--- config.mk ---
export PLATFORM = sky130hd
export DESIGN_NAME = stw_top
export DESIGN_NICKNAME = d
export VERILOG_FILES = /design/src/hw/stw_pkg.sv /design/src/hw/stw_top.sv /design/src/hw/stw_interval.sv /design/src/hw/stw_seq.sv
export VERILOG_INCLUDE_DIRS = /design/src /design/src/hw
export SDC_FILE = /design/constraint.sdc
export NUM_CORES = 1
export LEC_CHECK = 0
export ABC_AREA = 1
export BUFFER_PORTS_ARGS = -buffer_cell sky130_fd_sc_hd__buf_2
export CAP_MARGIN = 0
export CORE_ASPECT_RATIO = 0.5
export CORE_MARGIN = 5
export CORE_UTILIZATION = 60
export CTS_BUF_LIST = sky130_fd_sc_hd__clkbuf_8 sky130_fd_sc_hd__clkbuf_16
export DETAILED_ROUTE_END_ITERATION = 16
export GPL_TIMING_DRIVEN = 0
export PLACE_DENSITY = 0.84
export SYNTH_ARGS = -nofsm -noshare
export SYNTH_HDL_FRONTEND = slang
export SYNTH_SLANG_ARGS = --single-unit
--- constraint.sdc ---
create_clock -name mclk_in -period 5.7 [get_ports mclk_in]
set_input_delay 0.285 -clock mclk_in [delete_from_list [all_inputs] [get_ports mclk_in]]
set_output_delay 0.285 -clock mclk_in [all_outputs]
set_load 0.01 [all_outputs]
--- src/hw/stw_regs.svh ---
`ifndef STW_REGS_SVH
`define STW_REGS_SVH
// Contract
// - micro tick every (micro divider field + 1) clocks; field resets to 03h.
// - milli tick every (high*256 + low + 1) clocks from the divider pair.
// - hundred-milli tick every (hundred divider + 1) milli ticks; resets 63h.
// - milli tick feeds flash erase timing, micro tick flash write timing.
// - slow timer raises pending every (count + 1) hundred-milli ticks.
// - reading slow timer register clears its pending; status shows it.
// - slow reload select reads 0; 0 loads at expiry, 1 loads at once.
// - fast timer raises pending every (count + 1) milli ticks; resets 7Fh.
// - reading fast timer register clears fast pending.
// - fast reload select reads 0; 0 delays reload, 1 reloads at once.
// - arm bit written 1 then 0 sets watchdog counting enable.
// - disarm bit written 1 then 0 clears watchdog counting enable.
// - restart bit written 1 then 0 restarts the watchdog counter.
// - watchdog expires after count+1 to count+2 hundred-milli ticks.
// - power gating bits power down modules; register resets to 1Fh.
// - watchdog priority bit 4 selects high (1) or low (0) priority.
// - watchdog request passes only while its enable bit is 1.

// ----------------------------------------
// register addresses
// ----------------------------------------
`define STW_ADDR_GATE   8'hF1
`define STW_ADDR_PRIO   8'hF8
`define STW_ADDR_SLOW   8'hF9
`define STW_ADDR_FAST   8'hFA
`define STW_ADDR_MICRO  8'hFB
`define STW_ADDR_MLOW   8'hFC
`define STW_ADDR_MHIGH  8'hFD
`define STW_ADDR_HUND   8'hFE
`define STW_ADDR_WDOG   8'hFF

// ----------------------------------------
// reset values
// ----------------------------------------
`define STW_RST_GATE    8'h1F
`define STW_RST_PRIO    8'hE0
`define STW_RST_SLOW    7'h7F
`define STW_RST_FAST    7'h7F
`define STW_RST_MICRO   5'h03
`define STW_RST_MLOW    8'h9F
`define STW_RST_MHIGH   8'h0F
`define STW_RST_HUND    8'h63
`define STW_RST_WDOG    8'h00

// ----------------------------------------
// field positions
// ----------------------------------------
`define STW_BIT_RELOAD  7
`define STW_BIT_ARM     7
`define STW_BIT_DISARM  6
`define STW_BIT_RESTART 5
`define STW_BIT_WPRIO   4
`define STW_BIT_GWDOG   2
`define STW_BIT_GTIME   1
`endif

--- src/hw/stw_pkg.sv ---
package stw_pkg;
	typedef logic [7:0] stw_byte_type;
	typedef enum logic [1:0] {
		STW_SEQ_IDLE,
		STW_SEQ_SEEN_ONE
	} stw_seq_type;
endpackage

--- src/hw/stw_top.sv ---
`include "stw_regs.svh"
module stw_top
	import stw_pkg::*;
(
	input  wire logic          mclk_in,
	input  wire logic          sys_rst_in,
	input  wire logic          clk_en_in,
	input  wire logic [7:0]    sfr_addr_in,
	input  wire logic          sfr_wr_in,
	input  wire logic          sfr_rd_in,
	input  stw_pkg::stw_byte_type sfr_wdata_in,
	input  wire logic          watchdog_irq_enable_in,
	input  wire logic          watchdog_event_clr_in,
	output stw_pkg::stw_byte_type sfr_rdata_out,
	output logic               micro_tick_out,
	output logic               milli_tick_out,
	output logic               hundred_tick_out,
	output logic               slow_pending_out,
	output logic               fast_pending_out,
	output logic               watchdog_event_out,
	output logic               watchdog_irq_out,
	output logic               watchdog_irq_high_out,
	output logic               watchdog_counting_out,
	output logic               pulse_module_gate_out,
	output logic               converter_gate_out,
	output logic               serial_periph_gate_out
);
	// ----------------------------------------
	// register storage
	// ----------------------------------------
	logic [4:0] gate_q;
	logic [4:0] prio_q;
	logic [4:0] micro_div_q;
	logic [7:0] mlow_q;
	logic [7:0] mhigh_q;
	logic [7:0] hund_div_q;
	logic [4:0] wd_count_q;
	logic [2:0] wd_bits_q;
	logic       slow_pend_q;
	logic       fast_pend_q;
	logic       wd_en_q;
	logic       wd_evt_q;
	logic [5:0] wd_cnt_q;
	logic [4:0] micro_cnt_q;
	logic [15:0] milli_cnt_q;
	logic [7:0] hund_cnt_q;
	logic       micro_tick_q;
	logic       milli_tick_q;
	logic       hund_tick_q;
	logic       wd_irq_q;
	stw_byte_type rdata_q;

	logic wr_gate;
	logic wr_prio;
	logic wr_slow;
	logic wr_fast;
	logic wr_wdog;
	logic rd_slow;
	logic rd_fast;
	logic time_run;
	logic wd_run;
	logic micro_tick;
	logic milli_tick;
	logic hund_tick;
	logic slow_exp;
	logic fast_exp;
	logic [6:0] slow_cnt;
	logic [6:0] fast_cnt;
	logic arm_fire;
	logic disarm_fire;
	logic restart_fire;
	logic wd_expire;

	assign wr_gate = sfr_wr_in && (sfr_addr_in == `STW_ADDR_GATE);
	assign wr_prio = sfr_wr_in && (sfr_addr_in == `STW_ADDR_PRIO);
	assign wr_slow = sfr_wr_in && (sfr_addr_in == `STW_ADDR_SLOW);
	assign wr_fast = sfr_wr_in && (sfr_addr_in == `STW_ADDR_FAST);
	assign wr_wdog = sfr_wr_in && (sfr_addr_in == `STW_ADDR_WDOG);
	assign rd_slow = sfr_rd_in && (sfr_addr_in == `STW_ADDR_SLOW);
	assign rd_fast = sfr_rd_in && (sfr_addr_in == `STW_ADDR_FAST);

	assign time_run = !gate_q[`STW_BIT_GTIME];
	assign wd_run   = !gate_q[`STW_BIT_GWDOG];

	// ----------------------------------------
	// register writes
	// ----------------------------------------
	always_ff @(posedge mclk_in) begin
		if (sys_rst_in) begin
			gate_q      <= 5'(`STW_RST_GATE);
			prio_q      <= 5'(`STW_RST_PRIO);
			micro_div_q <= `STW_RST_MICRO;
			mlow_q      <= `STW_RST_MLOW;
			mhigh_q     <= `STW_RST_MHIGH;
			hund_div_q  <= `STW_RST_HUND;
			wd_count_q  <= 5'(`STW_RST_WDOG);
			wd_bits_q   <= 3'h0;
		end else if (clk_en_in && sfr_wr_in) begin
			unique case (sfr_addr_in)
				`STW_ADDR_GATE:  gate_q      <= sfr_wdata_in[4:0];
				`STW_ADDR_PRIO:  prio_q      <= sfr_wdata_in[4:0];
				`STW_ADDR_MICRO: micro_div_q <= sfr_wdata_in[4:0];
				`STW_ADDR_MLOW:  mlow_q      <= sfr_wdata_in;
				`STW_ADDR_MHIGH: mhigh_q     <= sfr_wdata_in;
				`STW_ADDR_HUND:  hund_div_q  <= sfr_wdata_in;
				`STW_ADDR_WDOG: begin
					wd_count_q <= sfr_wdata_in[4:0];
					wd_bits_q  <= sfr_wdata_in[7:5];
				end
				default: begin
				end
			endcase
		end
	end

	// ----------------------------------------
	// prescaler
	// ----------------------------------------
	// micro, milli and hundred-milli tick decode
	assign micro_tick = time_run && (micro_cnt_q == micro_div_q);
	assign milli_tick = time_run && (milli_cnt_q == {mhigh_q, mlow_q});
	assign hund_tick  = milli_tick && (hund_cnt_q == hund_div_q);

	always_ff @(posedge mclk_in) begin
		if (sys_rst_in) begin
			micro_cnt_q <= 5'h00;
			milli_cnt_q <= 16'h0000;
			hund_cnt_q  <= 8'h00;
		end else if (clk_en_in && time_run) begin
			// a lowered divisor below the count wraps once via >=
			micro_cnt_q <= (micro_cnt_q >= micro_div_q) ? 5'h00
				: micro_cnt_q + 5'h01;
			milli_cnt_q <= (milli_cnt_q >= {mhigh_q, mlow_q}) ? 16'h0000
				: milli_cnt_q + 16'h0001;
			if (milli_tick) begin
				hund_cnt_q <= (hund_cnt_q >= hund_div_q) ? 8'h00
					: hund_cnt_q + 8'h01;
			end
		end
	end

	always_ff @(posedge mclk_in) begin
		if (sys_rst_in) begin
			micro_tick_q <= 1'b0;
			milli_tick_q <= 1'b0;
			hund_tick_q  <= 1'b0;
		end else if (clk_en_in) begin
			micro_tick_q <= micro_tick;
			milli_tick_q <= milli_tick;
			hund_tick_q  <= hund_tick;
		end
	end

	// ----------------------------------------
	// interval timers
	// ----------------------------------------
	// slow interval
	stw_interval u_slow (
		.mclk_in        (mclk_in),
		.sys_rst_in     (sys_rst_in),
		.clk_en_in      (clk_en_in),
		.reset_count_in (`STW_RST_SLOW),
		.tick_in        (hund_tick),
		.wr_in          (wr_slow),
		.wdata_in       (sfr_wdata_in),
		.count_out      (slow_cnt),
		.expire_out     (slow_exp)
	);

	stw_interval u_fast (
		.mclk_in        (mclk_in),
		.sys_rst_in     (sys_rst_in),
		.clk_en_in      (clk_en_in),
		.reset_count_in (`STW_RST_FAST),
		.tick_in        (milli_tick),
		.wr_in          (wr_fast),
		.wdata_in       (sfr_wdata_in),
		.count_out      (fast_cnt),
		.expire_out     (fast_exp)
	);

	// set beats the read clear so no expiry is lost
	always_ff @(posedge mclk_in) begin
		if (sys_rst_in) begin
			slow_pend_q <= 1'b0;
			fast_pend_q <= 1'b0;
		end else if (clk_en_in) begin
			if (slow_exp) begin
				slow_pend_q <= 1'b1;
			end else if (rd_slow) begin
				slow_pend_q <= 1'b0;
			end
			if (fast_exp) begin
				fast_pend_q <= 1'b1;
			end else if (rd_fast) begin
				fast_pend_q <= 1'b0;
			end
		end
	end

	// ----------------------------------------
	// watchdog
	// ----------------------------------------
	// arm sequence
	stw_seq u_arm (
		.mclk_in    (mclk_in),
		.sys_rst_in (sys_rst_in),
		.clk_en_in  (clk_en_in),
		.wr_in      (wr_wdog),
		.bit_in     (sfr_wdata_in[`STW_BIT_ARM]),
		.fire_out   (arm_fire)
	);

	stw_seq u_disarm (
		.mclk_in    (mclk_in),
		.sys_rst_in (sys_rst_in),
		.clk_en_in  (clk_en_in),
		.wr_in      (wr_wdog),
		.bit_in     (sfr_wdata_in[`STW_BIT_DISARM]),
		.fire_out   (disarm_fire)
	);

	stw_seq u_restart (
		.mclk_in    (mclk_in),
		.sys_rst_in (sys_rst_in),
		.clk_en_in  (clk_en_in),
		.wr_in      (wr_wdog),
		.bit_in     (sfr_wdata_in[`STW_BIT_RESTART]),
		.fire_out   (restart_fire)
	);

	// expiry window
	// expiry on tick count+2 after restart: the first tick is partial,
	// so the window is count+1 to count+2 full periods
	// limitation: a count lowered below the running value waits for a wrap
	assign wd_expire = wd_en_q && wd_run && hund_tick
		&& (wd_cnt_q == ({1'b0, wd_count_q} + 6'h01));

	always_ff @(posedge mclk_in) begin
		if (sys_rst_in) begin
			wd_en_q  <= 1'b0;
			wd_cnt_q <= 6'h00;
		end else if (clk_en_in) begin
			if (disarm_fire) begin
				wd_en_q <= 1'b0;
			end else if (arm_fire) begin
				wd_en_q <= 1'b1;
			end
			// restart re-counts from zero; the first tick lands anywhere
			if (restart_fire || arm_fire || !wd_en_q) begin
				wd_cnt_q <= 6'h00;
			end else if (wd_run && hund_tick && !wd_expire) begin
				wd_cnt_q <= wd_cnt_q + 6'h01;
			end else if (wd_expire) begin
				wd_cnt_q <= 6'h00;
			end
		end
	end

	always_ff @(posedge mclk_in) begin
		if (sys_rst_in) begin
			wd_evt_q <= 1'b0;
			wd_irq_q <= 1'b0;
		end else if (clk_en_in) begin
			if (wd_expire) begin
				wd_evt_q <= 1'b1;
			end else if (watchdog_event_clr_in) begin
				wd_evt_q <= 1'b0;
			end
			wd_irq_q <= (wd_evt_q || wd_expire) && watchdog_irq_enable_in;
		end
	end

	// ----------------------------------------
	// read data
	// ----------------------------------------
	always_ff @(posedge mclk_in) begin
		if (sys_rst_in) begin
			rdata_q <= 8'h00;
		end else if (clk_en_in) begin
			unique case (sfr_addr_in)
				`STW_ADDR_GATE:  rdata_q <= {3'h0, gate_q};
				`STW_ADDR_PRIO:  rdata_q <= {3'h7, prio_q};
				`STW_ADDR_SLOW:  rdata_q <= {1'b0, slow_cnt};
				`STW_ADDR_FAST:  rdata_q <= {1'b0, fast_cnt};
				`STW_ADDR_MICRO: rdata_q <= {3'h0, micro_div_q};
				`STW_ADDR_MLOW:  rdata_q <= mlow_q;
				`STW_ADDR_MHIGH: rdata_q <= mhigh_q;
				`STW_ADDR_HUND:  rdata_q <= hund_div_q;
				`STW_ADDR_WDOG:  rdata_q <= {wd_bits_q, wd_count_q};
				default:         rdata_q <= 8'h00;
			endcase
		end
	end

	assign sfr_rdata_out          = rdata_q;
	assign micro_tick_out         = micro_tick_q;
	assign milli_tick_out         = milli_tick_q;
	assign hundred_tick_out       = hund_tick_q;
	assign slow_pending_out       = slow_pend_q;
	assign fast_pending_out       = fast_pend_q;
	assign watchdog_event_out     = wd_evt_q;
	assign watchdog_irq_out       = wd_irq_q;
	assign watchdog_irq_high_out  = prio_q[`STW_BIT_WPRIO];
	assign watchdog_counting_out  = wd_en_q;
	assign pulse_module_gate_out  = gate_q[4];
	assign converter_gate_out     = gate_q[3];
	assign serial_periph_gate_out = gate_q[0];
endmodule

--- src/hw/stw_interval.sv ---
`include "stw_regs.svh"
// interval counter with delayed or immediate reload
module stw_interval
	import stw_pkg::*;
(
	input  wire logic       mclk_in,
	input  wire logic       sys_rst_in,
	input  wire logic       clk_en_in,
	input  wire logic [6:0] reset_count_in,
	input  wire logic       tick_in,
	input  wire logic       wr_in,
	input  wire logic [7:0] wdata_in,
	output logic      [6:0] count_out,
	output logic            expire_out
);
	logic [6:0] reload_q;
	logic [6:0] cnt_q;

	assign count_out  = reload_q;
	assign expire_out = tick_in && (cnt_q == 7'h00);

	always_ff @(posedge mclk_in) begin
		if (sys_rst_in) begin
			reload_q <= reset_count_in;
			cnt_q    <= reset_count_in;
		end else if (clk_en_in) begin
			// a delayed write only moves reload_q; the next expiry takes it
			if (wr_in) begin
				reload_q <= wdata_in[6:0];
			end
			// immediate reload
			if (wr_in && wdata_in[`STW_BIT_RELOAD]) begin
				cnt_q <= wdata_in[6:0];
			end else if (tick_in) begin
				if (cnt_q == 7'h00) begin
					cnt_q <= reload_q;
				end else begin
					cnt_q <= cnt_q - 7'h01;
				end
			end
		end
	end
endmodule

--- src/hw/stw_seq.sv ---
// detects a write of 1 followed by a write of 0 on one control bit
module stw_seq
	import stw_pkg::*;
(
	input  wire logic mclk_in,
	input  wire logic sys_rst_in,
	input  wire logic clk_en_in,
	input  wire logic wr_in,
	input  wire logic bit_in,
	output logic      fire_out
);
	stw_seq_type state_q;

	assign fire_out = wr_in && !bit_in && (state_q == STW_SEQ_SEEN_ONE);

	always_ff @(posedge mclk_in) begin
		if (sys_rst_in) begin
			state_q <= STW_SEQ_IDLE;
		end else if (clk_en_in && wr_in) begin
			unique case (state_q)
				STW_SEQ_IDLE: begin
					state_q <= bit_in ? STW_SEQ_SEEN_ONE : STW_SEQ_IDLE;
				end
				STW_SEQ_SEEN_ONE: begin
					state_q <= bit_in ? STW_SEQ_SEEN_ONE : STW_SEQ_IDLE;
				end
				default: begin
					state_q <= STW_SEQ_IDLE;
				end
			endcase
		end
	end
endmodule

== Word level (Yosys, flattened, before mapping) ==
Cells that the tools add are included.
Storage, ports and cells
  register bits after elaboration: 132
  input bits: 23
  output and inout bits: 20
  word-level logic and storage cells: 150
Cells by class
  $add $sub $neg: 7
  order comparisons: 3
  equality and inequality tests: 16
  multiplexer cells: 27
  reduce and logical (&&, ||, !) cells: 69
Operators with widths (count)
  == test 8 bit (second input constant): 9
  one-hot mux 8 bit (9 select lines): 1
  2-to-1 mux 7 bit: 6
  AND reduction 2 bit: 17
  logical AND 1 bit: 27
  2-to-1 mux 6 bit: 3
  adder 16 x 1 -> 16 bit (second input constant): 1
  == test 16 bit: 1
  >= comparator 16 bit: 1
  2-to-1 mux 16 bit: 1
  logical NOT 7 bit: 2
  subtractor 7 x 1 -> 7 bit (second input constant): 2
  nonzero test 2 bit: 6
  2-to-1 mux 1 bit: 11
  adder 8 x 1 -> 8 bit (second input constant): 1
  == test 8 bit: 1
  >= comparator 8 bit: 1
  2-to-1 mux 8 bit: 1
  logical NOT 1 bit: 7
  adder 5 x 1 -> 6 bit (second input constant): 1
  adder 6 x 1 -> 6 bit (second input constant): 1
  == test 2 x 1 -> 1 bit (second input constant): 3
  == test 6 bit: 1
  logical NOT 2 bit: 3
  8 further kinds: 14

== Depth between registers and ports, before layout ==
Gate-level depths: netlist of the first run.
  depth in word-level cells: 9
  gate-level depth with buffers: 13
  depth with buffers taken out: 13

== Cells and area by module ==
Synthesis of the first run repeated with hierarchy kept, for this count alone.
Second synthesis, totals
  cell total of the unflattened synthesis: 1053
  area total of the unflattened synthesis: 7582.3 um^2
Modules (own cells, without submodules)
  stw_top: instances 1, cells an instance 765, area an instance 5491.5 um^2, sequential area each 1961.9 um^2
  stw_interval: instances 2, cells an instance 129, area an instance 964.7 um^2, sequential area each 420.4 um^2
  stw_seq: instances 3, cells an instance 10, area an instance 53.8 um^2, sequential area each 20.0 um^2

== Worst setup path after synthesis of the first run ==
Ideal clock, no wire load.
  path type: reg-to-reg
  start point: register mhigh_q[7]
  end point: register u_fast.cnt_q[2]
  library setup time: 0.079 ns
  data arrival time: 1.728 ns
  data required time: 5.621 ns
  path slack: 3.893 ns
  stages on the path, launching flop included: 13
  buffers on the path: 2
  clock period less this slack: 1.807 ns
  path through: dfxtp_1 -> inv_1 -> ha_1 -> nand2_1 -> nor2_1 -> nand2_1 -> nor2_4 -> nand2_1 -> buf_2 -> nand2_1 -> buf_4 -> o211ai_1 -> o211ai_1
Between the ends
  word-level cells in the longest chain between the ends: 4
RTL lines
  from (decl): RTL line stw_top.sv:35  | logic [7:0] mhigh_q;
  from (signal assigned): RTL line stw_top.sv:94  | mhigh_q <= `STW_RST_MHIGH;
  from (signal assigned): RTL line stw_top.sv:104  | `STW_ADDR_MHIGH: mhigh_q <= sfr_wdata_in;
  == test 16 bit: RTL line stw_top.sv:121  | assign milli_tick = time_run && (milli_cnt_q == {mhigh_q, mlow_q});
  logical AND 1 bit: RTL line stw_top.sv:121
  nonzero test 2 bit (no line)
  AND reduction 2 bit (no line)
  to (signal assigned): RTL line stw_interval.sv:25  | cnt_q <= reset_count_in;
  to (signal assigned): RTL line stw_interval.sv:33  | cnt_q <= wdata_in[6:0];
  to (signal assigned): RTL line stw_interval.sv:36  | cnt_q <= reload_q;
  to (decl): RTL line stw_interval.sv:17  | logic [6:0] cnt_q;
Every way passes these cells.
A chain may end at the register's enable or synchronous reset.

== Worst setup path after layout of the first run ==
  start point: register mhigh_q[7]
  end point: register u_fast.cnt_q[0]
Same word-level chain as after synthesis.

==> reports/qor_table.md, run 1 <==
| Item | Reported | Unit |
|---|---|---|
| Area overhead of the layout relative to synthesis | 14.9 | % |
| Setup repair after global routing missed its margin | false | - |
| Flop-to-flop setup slack | 3.36 | ns |
| Power density over the cells | 268 | nW/um^2 |
| Final-report max-slew violation count | 0 | - |
| FP Rows | 27 | - |
| Library cells used by synthesis | 40 | - |
| Worst min-delay path category | in -> reg | - |
| Post-detailed-placement cell area | 7400 | um^2 |
| Kind of cell with the highest combined delay on the critical path | simple AND/OR/NAND/NOR gates | - |
| Post-synthesis register bit count | 129 | - |
| Number of search-and-repair iterations in the first detailed-routing pass | 8 | - |
| Worst clock skew on the final layout | 0.0111 | ns |
| Number of antenna-violating nets in the routed design | 0 | - |
| Area share of xor/xnor cells in the synthesized design | 2.75 | % |
| Total GRT Usage | 30.1 | % |
| Maximum achievable frequency | 427 | MHz |
| Max Cap Violations | 0 | - |
| Critical path, cell by cell | inv_1 > ha_1 > nand2_1 > nor2_1 > nand2_1 > nor2_4 > nand2_1 > buf_2 > nand2_1 > buf_4 > o211ai_1 > o211ai_1 | - |
| Largest family of logic cells by synthesized area | simple AND/OR/NAND/NOR gates | - |
| Adder and majority cell fraction of the synthesized area | 6.62 | % |
| CTS sink cnt | 129 | - |
| Met2 WL | 9210 | um |
| Die Height | 86.4 | um |
| Routed metal-1 wire length | 8840 | um |
| DR DRC count | 0 | - |
| Netlist area before placement | 7000 | um^2 |
| Post-Layout Inst Area | 8040 | um^2 |
| Number of failing setup endpoints in the final timing report | 0 | - |
| Final number of hold-violating endpoints | 0 | - |
| Kind of start point of the critical path | flop | - |
| Worst-path cell with the longest stage delay | sky130_fd_sc_hd__dfxtp_1 | - |
| Ports placed on the boundary | 43 | - |
| Core occupancy in the finished layout | 71.9 | % |
| Combinational group share of total power | 3.5 | % |
| Via density per instance | 5.87 | - |
| CTS tree | done | - |
| Maximum resistive drop on vdd | 0.000193 | V |
| Input/output buffers | 41 | - |
| Clock buffers created by TritonCTS | 17 | - |
| Ratio of final minimum period to clock period | 41.1 | % |
| Synth top area cells | sky130_fd_sc_hd__dfxtp_1 37%, sky130_fd_sc_hd__nand2_1 13%, sky130_fd_sc_hd__ha_1 6.6% | - |
| Critical path's most frequent cell | sky130_fd_sc_hd__nand2_1 | - |
| Post-Route WL | 21000 | um |
| Simple-gate portion of the synthesized area | 27.3 | % |
| Source of the worst register-to-register timing path | mhigh_q[7]$_SDFFE_PP0P_ | - |
| Total met3 wirelength after detailed routing | 2280 | um |
| Main synth FF type | sky130_fd_sc_hd__dfxtp_1 | - |
| Number of diodes added for antenna fixing | 0 | - |
| Classification of the worst setup path | reg -> reg | - |
| Core region area | 11200 | um^2 |
| Via total after detailed routing | 7261 | - |
| Iteration-0 DRC count of the detailed router | 729 | - |
| Wire length of the first global-routing pass | 33800 | um |
| Nature of the critical path endpoint | flop | - |
| Proportion of layout cells with a drive suffix above 1 | 10.6 | % |
| Post-detail-place hpwl | 15200 | um |
| Number of flops mapped to enable cells by yosys | 0 | - |
| Post-CTS setup buffers | 0 | - |
| Outcome | completed | - |
| Sequential share of the synthesized area | 36.9 | % |
| Starting Density | 62.6 | % |
| Shortest period the worst path allows | 2.34 | ns |
| Remaining max-slew budget at the tightest pin | 49.8 | % |
| Synth top area share | 36.9 | % |
| Maximum clock insertion buffer count | 2 | - |
| Number of instances in the synthesized netlist | 1006 | - |
| Largest net degree at the start of global routing | 17 | - |
| Hold buffers post-CTS | 0 | - |
| Sum of negative setup slack | 0 | ns |
| Yosys warnings | 0 | - |
| Start point of the critical path | mhigh_q[7]$_SDFFE_PP0P_ | - |
| Pleak | 3.64 | nW |
| Critical path depth in cells | 12 | - |
| Die Area | 14100 | um^2 |
| Data required, critical path | 6.03 | ns |
| Worst setup path endpoint | u_fast.cnt_q[0]$_SDFFE_PP1P_ | - |
| Quantity of gates resized following cts | 0 | - |
| Delay of the slowest critical-path stage | 0.38 | ns |
| Capturing point of the worst reg2reg path | u_fast.cnt_q[0]$_SDFFE_PP1P_ | - |
| GR Overflow Total | 0 | - |
| Highest routing layer actually used | met4 | - |
| Async S/R FF share, synth | 0 | % |
| Number of antenna violations at the first check in global routing | 0 | - |
| Buffer cell driving the clock tree root | sky130_fd_sc_hd__clkbuf_16 | - |
| Crit path setup slack, layout | 3.36 | ns |
| Crit path DAT | 2.68 | ns |
| Hold Worst Slack | 0.170 | ns |
| Die Span X | 163 | um |
| Switching power of the nets | 0.484 | mW |
| Mean instance size in the synthesized netlist | 6.96 | um^2 |
| Area leader, netlist | sky130_fd_sc_hd__dfxtp_1 | - |
| Share of power burned in the clock network | 54.6 | % |
| Clock-pin transition on the worst setup and hold timing paths | 0.06 | ns |
| Dpl ws | 3.40 | ns |
| Synth Area in Compound Gates | 17.7 | % |
| Max Fanout on Critical Path | 10 | - |
| GPL Wtd Cong | 0.975 | - |
| CP bufs+invs | 3 | - |
| Synthesized net count | 1066 | - |
| Share of total power in sequential cells | 41.9 | % |
| Nets | 1126 | - |
| Worst-skew pair later-pin latency | 0.42 | ns |
| Via count of the first global-routing pass | 6667 | - |
| Cell depth of the worst flop-to-flop path | 12 | - |
| Mux share of post-synthesis cell area | 0.143 | % |
| Internal power | 1.67 | mW |
| Pin slew with the least headroom to its limit | 0.753 | ns |
| Switching Share | 22.4 | % |
| Routed length per instance | 16.9 | um |
| Maximum level of the CTS H-tree | 4 | - |
-- cell usage after synthesis, drive strengths merged (2+ instances only) --
cell / n
ha: 37
clkinv: 2
xnor2: 4
nor3: 13
nand4: 13
nand3: 64
o21bai: 2
o22ai: 7
buf: 13
nor2: 97
xor2: 18
nand3b: 3
o21ai: 79
a21oi: 75
nand2: 252
clkbuf: 14
o211ai: 50
dfxtp: 129
inv: 124
nor4: 2
-- layer usage --
metal  vias to the layer above  GRT usage [%]
li1                       3472              -
met1                      3331           40.8
met2                       383           47.7
met3                        75           6.51
met4                         0           11.3
met5                         -              0
-- kinds of logic (layout without fill, tap and decap cells) --
| kind of cell | after synthesis | count (layout) |
|---|---|---|
| flops | 129 | 129 |
| xor+xnor | 22 | 22 |
| mux | 1 | 1 |
| fa+ha+maj | 37 | 37 |
| buf+inv | 153 | 226 |
| compound gates | 217 | 217 |
| simple gates | 447 | 447 |
-- worst min-delay path, cell delays in order --
cell and delay, ns:
sky130_fd_sc_hd__buf_2 0.09, sky130_fd_sc_hd__o21ai_0 0.07, sky130_fd_sc_hd__a21oi_1 0.11
-- registers in the layout, indices dropped and copies added, names as in the netlist, 3 cells and up --
name	cells
wd_cnt_q	6
hund_div_q	8
micro_cnt_q	5
milli_cnt_q	16
u_fast.count_out	7
wd_count_q	5
mlow_q	8
sfr_rdata_out	8
wd_bits_q	3
u_fast.cnt_q	7
mhigh_q	8
hund_cnt_q	8
u_slow.count_out	7
gate_q	5
prio_q	5
micro_div_q	5
u_slow.cnt_q	7
-- stage by stage --
stage | instances | total power, mW
6_report | 1238 | 2.16
3_5_place_dp | 1206 | 0.994
2_1_floorplan | 1006 | 0.959
5_1_grt | 1238 | 2.19
3_3_place_gp | 1206 | 0.993
4_1_cts | 1238 | 2.15
-- power by group through the flow --
| stage | logic, mW | registers (mW) | clock network [mW] |
|---|---|---|---|
| 3_3_place_gp | 0.0700 | 0.923 | 0 |
| 6_report | 0.0752 | 0.903 | 1.18 |
| 4_1_cts | 0.0718 | 0.903 | 1.17 |
| 3_5_place_dp | 0.0713 | 0.923 | 0 |
| 5_1_grt | 0.0782 | 0.903 | 1.21 |
| 2_1_floorplan | 0.0358 | 0.923 | 0 |
-- final cells by class --
class / count / area [um^2]
multi-input combinational: 724 / 3810
sequential: 129 / 2580
clock buffer: 19 / 453
timing repair buffer: 41 / 205
inverter: 126 / 473
buffer: 27 / 128
clock inverter: 13 / 185
tap: 159 / 199
fill: 919 / 3140
-- layout by cell type, fill, tap and decap left out, drive strengths merged, types with 13 or more instances in the layout --
| cell type | Yosys | final |
|---|---|---|
| nand3 | 64 | 64 |
| nand2 | 252 | 252 |
| nor2 | 97 | 97 |
| clkbuf | 14 | 33 |
| a21oi | 75 | 75 |
| buf | 13 | 54 |
| o21ai | 79 | 79 |
| o211ai | 50 | 50 |
| nor3 | 13 | 13 |
| ha | 37 | 37 |
| nand4 | 13 | 13 |
| xor2 | 18 | 18 |
| inv | 124 | 124 |
| dfxtp | 129 | 129 |
-- worst min-delay path by stage --
stage | from | to | cells past startpoint
3_5_place_dp | prio_q[1]$_SDFFE_PP0P_ | prio_q[1]$_SDFFE_PP0P_ | 2
5_1_grt | sfr_wdata_in[2] | mhigh_q[2]$_SDFFE_PP1P_ | 3
3_3_place_gp | prio_q[2]$_SDFFE_PP0P_ | prio_q[2]$_SDFFE_PP0P_ | 2
2_1_floorplan | sys_rst_in | u_slow.cnt_q[0]$_SDFFE_PP1P_ | 2
4_1_cts | sfr_wdata_in[2] | mhigh_q[2]$_SDFFE_PP1P_ | 3
6_report | sfr_wdata_in[4] | prio_q[4]$_SDFFE_PP0P_ | 3
Note: power is estimated with default switching activity, not from simulation.
==> inputs of run 2 (changes only) <==
CORE_UTILIZATION = 55   (was 60)
PLACE_DENSITY = 0.81   (was 0.84)
clock period = 2 ns   (was 5.7 ns; I/O delays follow)
==> run 2 against run 1 <==
  * The run now ends with negative setup slack left
  * Register-to-register slack got worse by 3.4 ns
  * Design area increased by 6.2%
  * Sequential share of layout area decreased by 1.7 points
  * Wire length increased by 3.2%
  * Non-clock buffer count increased by 10
  * Sequential power increased to 2.8 times the previous value
  * Count of clock-buffer cells in the layout decreased by 1
  * First-iteration DRC count increased by 8.4%
  * Final cell count increased by 1.8%
  * Combinational power increased to 3.1 times the previous value
  * Fmax increased by 13%
  * Critical path type unchanged
  * Critical endpoint is now wd_cnt_q[2]$_SDFFE_PP0P_
==> reports/qor_table.md, run 2 (synthesis gave the netlist of run 1 again) <==
| Item | Reported | Unit | vs previous |
|---|---|---|---|
| Data required, critical path | 2.34 | ns | -3.69 ns |
| Area overhead of the layout relative to synthesis | 22.0 | % |  |
| Die Span X | 170 | um | +4.2% |
| Crit path DAT | 2.42 | ns | -0.26 ns |
| Post-Layout Inst Area | 8540 | um^2 | +6.2% |
| Ports placed on the boundary | 43 | - | unchanged |
| CTS tree | done | - |  |
| Pleak | 3.76 | nW | +3.4% |
| Power density over the cells | 748 | nW/um^2 | +180% |
| GPL Wtd Cong | 0.963 | - | -1.3% |
| Final-report max-slew violation count | 0 | - | unchanged |
| Routing layer with the top usage in global route | met2 | - |  |
| Post-detail-place hpwl | 15000 | um | -1.5% |
| Final cell count without fillers | 1260 | - | +1.8% |
| Core region area | 12600 | um^2 | +12% |
| Classification of the worst setup path | reg -> reg | - |  |
| Remaining max-slew budget at the tightest pin | 46.3 | % | -3.6 points |
| Pin slew with the least headroom to its limit | 0.806 | ns | +0.0535 ns |
| Worst-path cell with the longest stage delay | sky130_fd_sc_hd__dfxtp_4 | - |  |
| Crit path setup slack, layout | -0.0789 | ns | -3.44 ns |
| Worst clock skew on the final layout | 0.0102 | ns | -0.000884 ns |
| Setup repair after global routing missed its margin | true | - |  |
| Cell depth of the worst min-delay path | 5 | - | +2 |
| Largest net degree at the start of global routing | 17 | - | unchanged |
| Maximum level of the CTS H-tree | 4 | - | unchanged |
| Post-Route WL | 21700 | um | +3.2% |
| Most frequent standard cell in the layout excluding fill and tap cells | sky130_fd_sc_hd__nand2_1 | - |  |
| Input/output buffers | 41 | - | unchanged |
| Ratio of final minimum period to clock period | 104 | % | +63 points |
| Maximum resistive drop on vdd | 0.000519 | V | +170% |
| Via count of the first global-routing pass | 6539 | - | -1.9% |
| Critical path's most frequent cell | sky130_fd_sc_hd__nand2_2 | - |  |
| Number of placed instances with taps included | 1217 | - | +0.91% |
| Number of diodes added for antenna fixing | 0 | - | unchanged |
| Shortest period the worst path allows | 2.08 | ns | -0.262 ns |
| Final-layout fill cell count | 1022 | - | +11% |
| Highest-count cells in the layout ignoring fill and taps | 229 x sky130_fd_sc_hd__nand2_1, 116 x sky130_fd_sc_hd__dfxtp_1, 105 x sky130_fd_sc_hd__inv_1 | - |  |
| Buffer cell driving the clock tree root | sky130_fd_sc_hd__clkbuf_16 | - |  |
| Worst-skew pair later-pin latency | 0.42 | ns | about the same |
| FP Rows | 29 | - | +7.4% |
| Nets | 1137 | - | +0.98% |
| Die Height | 89.8 | um | +3.9% |
| Via density per instance | 5.82 | - | -0.81% |
| GR Overflow Total | 0 | - | unchanged |
| Flip-flop count of the largest register after layout | 16 | - | unchanged |
| Routed length per instance | 17.2 | um | +1.4% |
| Kind of start point of the critical path | flop | - |  |
| Outcome | finished with violations | - |  |
| Critical path, cell by cell | inv_4 > ha_4 > nand2_4 > nor2_4 > nand2_2 > nor2_4 > nand2_2 > nand2_2 > nand2_4 > buf_6 > nor2_2 > nand3_1 > a21oi_1 | - |  |
| Post-detailed-placement cell area | 7420 | um^2 | +0.19% |
| Iteration-0 DRC count of the detailed router | 790 | - | +8.4% |
| Clock-pin transition on the worst setup and hold timing paths | 0.06 | ns | about the same |
| Total GRT Usage | 26.7 | % | -3.4 points |
| Routing usage on met1 | 37.3 | % | -3.5 points |
| Final number of hold-violating endpoints | 0 | - | unchanged |
| Met3 usage | 6.00 | % | -0.50 points |
| CTS sink cnt | 129 | - | unchanged |
| Number of antenna violations at the first check in global routing | 0 | - | unchanged |
| Max Fanout on Critical Path | 6 | - | -4 |
| Proportion of layout cells with a drive suffix above 1 | 18.1 | % | +7.5 points |
| Starting Density | 55.7 | % | -6.8 points |
| Number of antenna-violating nets in the routed design | 0 | - | unchanged |
| Delay of the slowest critical-path stage | 0.38 | ns | about the same |
| Number of failing setup endpoints in the final timing report | 20 | - | +20 |
| Largest reg by FF count | milli_cnt_q | - |  |
| Maximum achievable frequency | 481 | MHz | +13% |
| Maximum clock insertion buffer count | 2 | - | unchanged |
| Number of search-and-repair iterations in the first detailed-routing pass | 6 | - | -2 |
| Nature of the critical path endpoint | flop | - |  |
| Worst min-delay path category | in -> reg | - |  |
| Met2 track demand over resource | 41.0 | % | -6.6 points |
| DR DRC count | 0 | - | unchanged |
| Sequential cell area | 2600 | um^2 | +0.73% |
| Wire length of the first global-routing pass | 33000 | um | -2.3% |
| Via total after detailed routing | 7330 | - | +0.95% |
| Clock buffers created by TritonCTS | 17 | - | unchanged |
| Multi-input gate area in the final layout | 4140 | um^2 | +8.6% |
| Max Cap Violations | 0 | - | unchanged |
| Die Area | 15200 | um^2 | +8.3% |
| Cell depth of the worst flop-to-flop path | 13 | - | +1 |
| Failing checks | negative setup slack | - |  |
## run 2: changes by cell type in the layout (fill, tap and decap cells not counted), moves of 8 or more
| cell | previous run | this run |
|---|---|---|
| sky130_fd_sc_hd__dfxtp_1 | 129 | 116 |
| sky130_fd_sc_hd__inv_2 | 9 | 18 |
| sky130_fd_sc_hd__inv_1 | 115 | 105 |
| sky130_fd_sc_hd__nor2_4 | 4 | 12 |
| sky130_fd_sc_hd__nor2_1 | 85 | 72 |
| sky130_fd_sc_hd__ha_4 | 0 | 9 |
| sky130_fd_sc_hd__nand2_2 | 3 | 15 |
| sky130_fd_sc_hd__nand2_1 | 249 | 229 |
| sky130_fd_sc_hd__ha_1 | 37 | 28 |
| sky130_fd_sc_hd__dfxtp_2 | 0 | 12 |
| sky130_fd_sc_hd__nand2_4 | 0 | 9 |
## run 2: worst paths after layout
path	startpoint	to	slack, ns
max	mhigh_q[7]$_SDFFE_PP0P_	wd_cnt_q[2]$_SDFFE_PP0P_	-0.08
min	watchdog_irq_enable_in	watchdog_irq_out$_SDFFE_PP0P_	0.01
max reg2reg	mhigh_q[7]$_SDFFE_PP0P_	wd_cnt_q[2]$_SDFFE_PP0P_	-0.08
min reg2reg	prio_q[2]$_SDFFE_PP0P_	prio_q[2]$_SDFFE_PP0P_	0.46
## run 2: final cells by class
class | count | area share (%)
plain buffers | 26 | 1.55
clock buffers | 18 | 5.14
clock inverters | 14 | 2.77
inverters | 126 | 5.60
multi-input cells | 725 | 48.5
flip-flops and latches | 129 | 30.5
well taps | 170 | 2.49
repair buffers | 52 | 3.47
## run 2: per-layer routing
| metal | vias up | wire length [um] |
|---|---|---|
| met4 | 0 | 598 |
| met3 | 52 | 2140 |
| li1 | 3495 | - |
| met5 | - | 0 |
| met1 | 3401 | 9170 |
| met2 | 382 | 9740 |
## run 2: power by group
| group | total (mW) | internal [mW] | switching [mW] | leakage, nW |
|---|---|---|---|---|
| clock | 3.59 | 2.37 | 1.22 | 0.320 |
| combinational | 0.230 | 0.0515 | 0.178 | 2.40 |
| sequential | 2.57 | 2.57 | 0.00191 | 1.04 |
| total | 6.39 | 4.99 | 1.40 | 3.76 |
## run 2: stage by stage
step	worst slack, ns	total power [mW]	hold WS [ns]	utilization (%)	TNS [ns]
final	-0.0789	6.39	0.0108	68.0	-0.631
after global routing	-0.154	6.52	0.0356	68.0	-2.48
after CTS	-0.0371	6.36	0.00764	65.2	-0.0670
after detailed placement	-0.285	2.83	0.393	59.1	-7.48
after global placement	-0.229	2.83	0.394	59.1	-5.65
after floorplan	0.193	2.73	0.205	-	0
## run 2: timing repair
item                       in CTS  in global routing
setup endpoints to repair      38                 46
gates cloned                    1                  2
hold endpoints to repair        3                  0
hold buffers                    3                  0
setup buffers                   1                  5
gates resized for setup        20                 81
pin swaps                       3                 22
## run 2: worst max-delay path: cells and delay by family (launching register included)
| family | cells | cell delay, ns |
|---|---|---|
| AO/OA/AOI/OAI | 1 | 0.16 |
| flip-flops | 1 | 0.38 |
| adder cells (fa/ha/maj) | 1 | 0.28 |
| AND/OR/NAND/NOR | 9 | 0.99 |
| buffers and inverters | 2 | 0.19 |
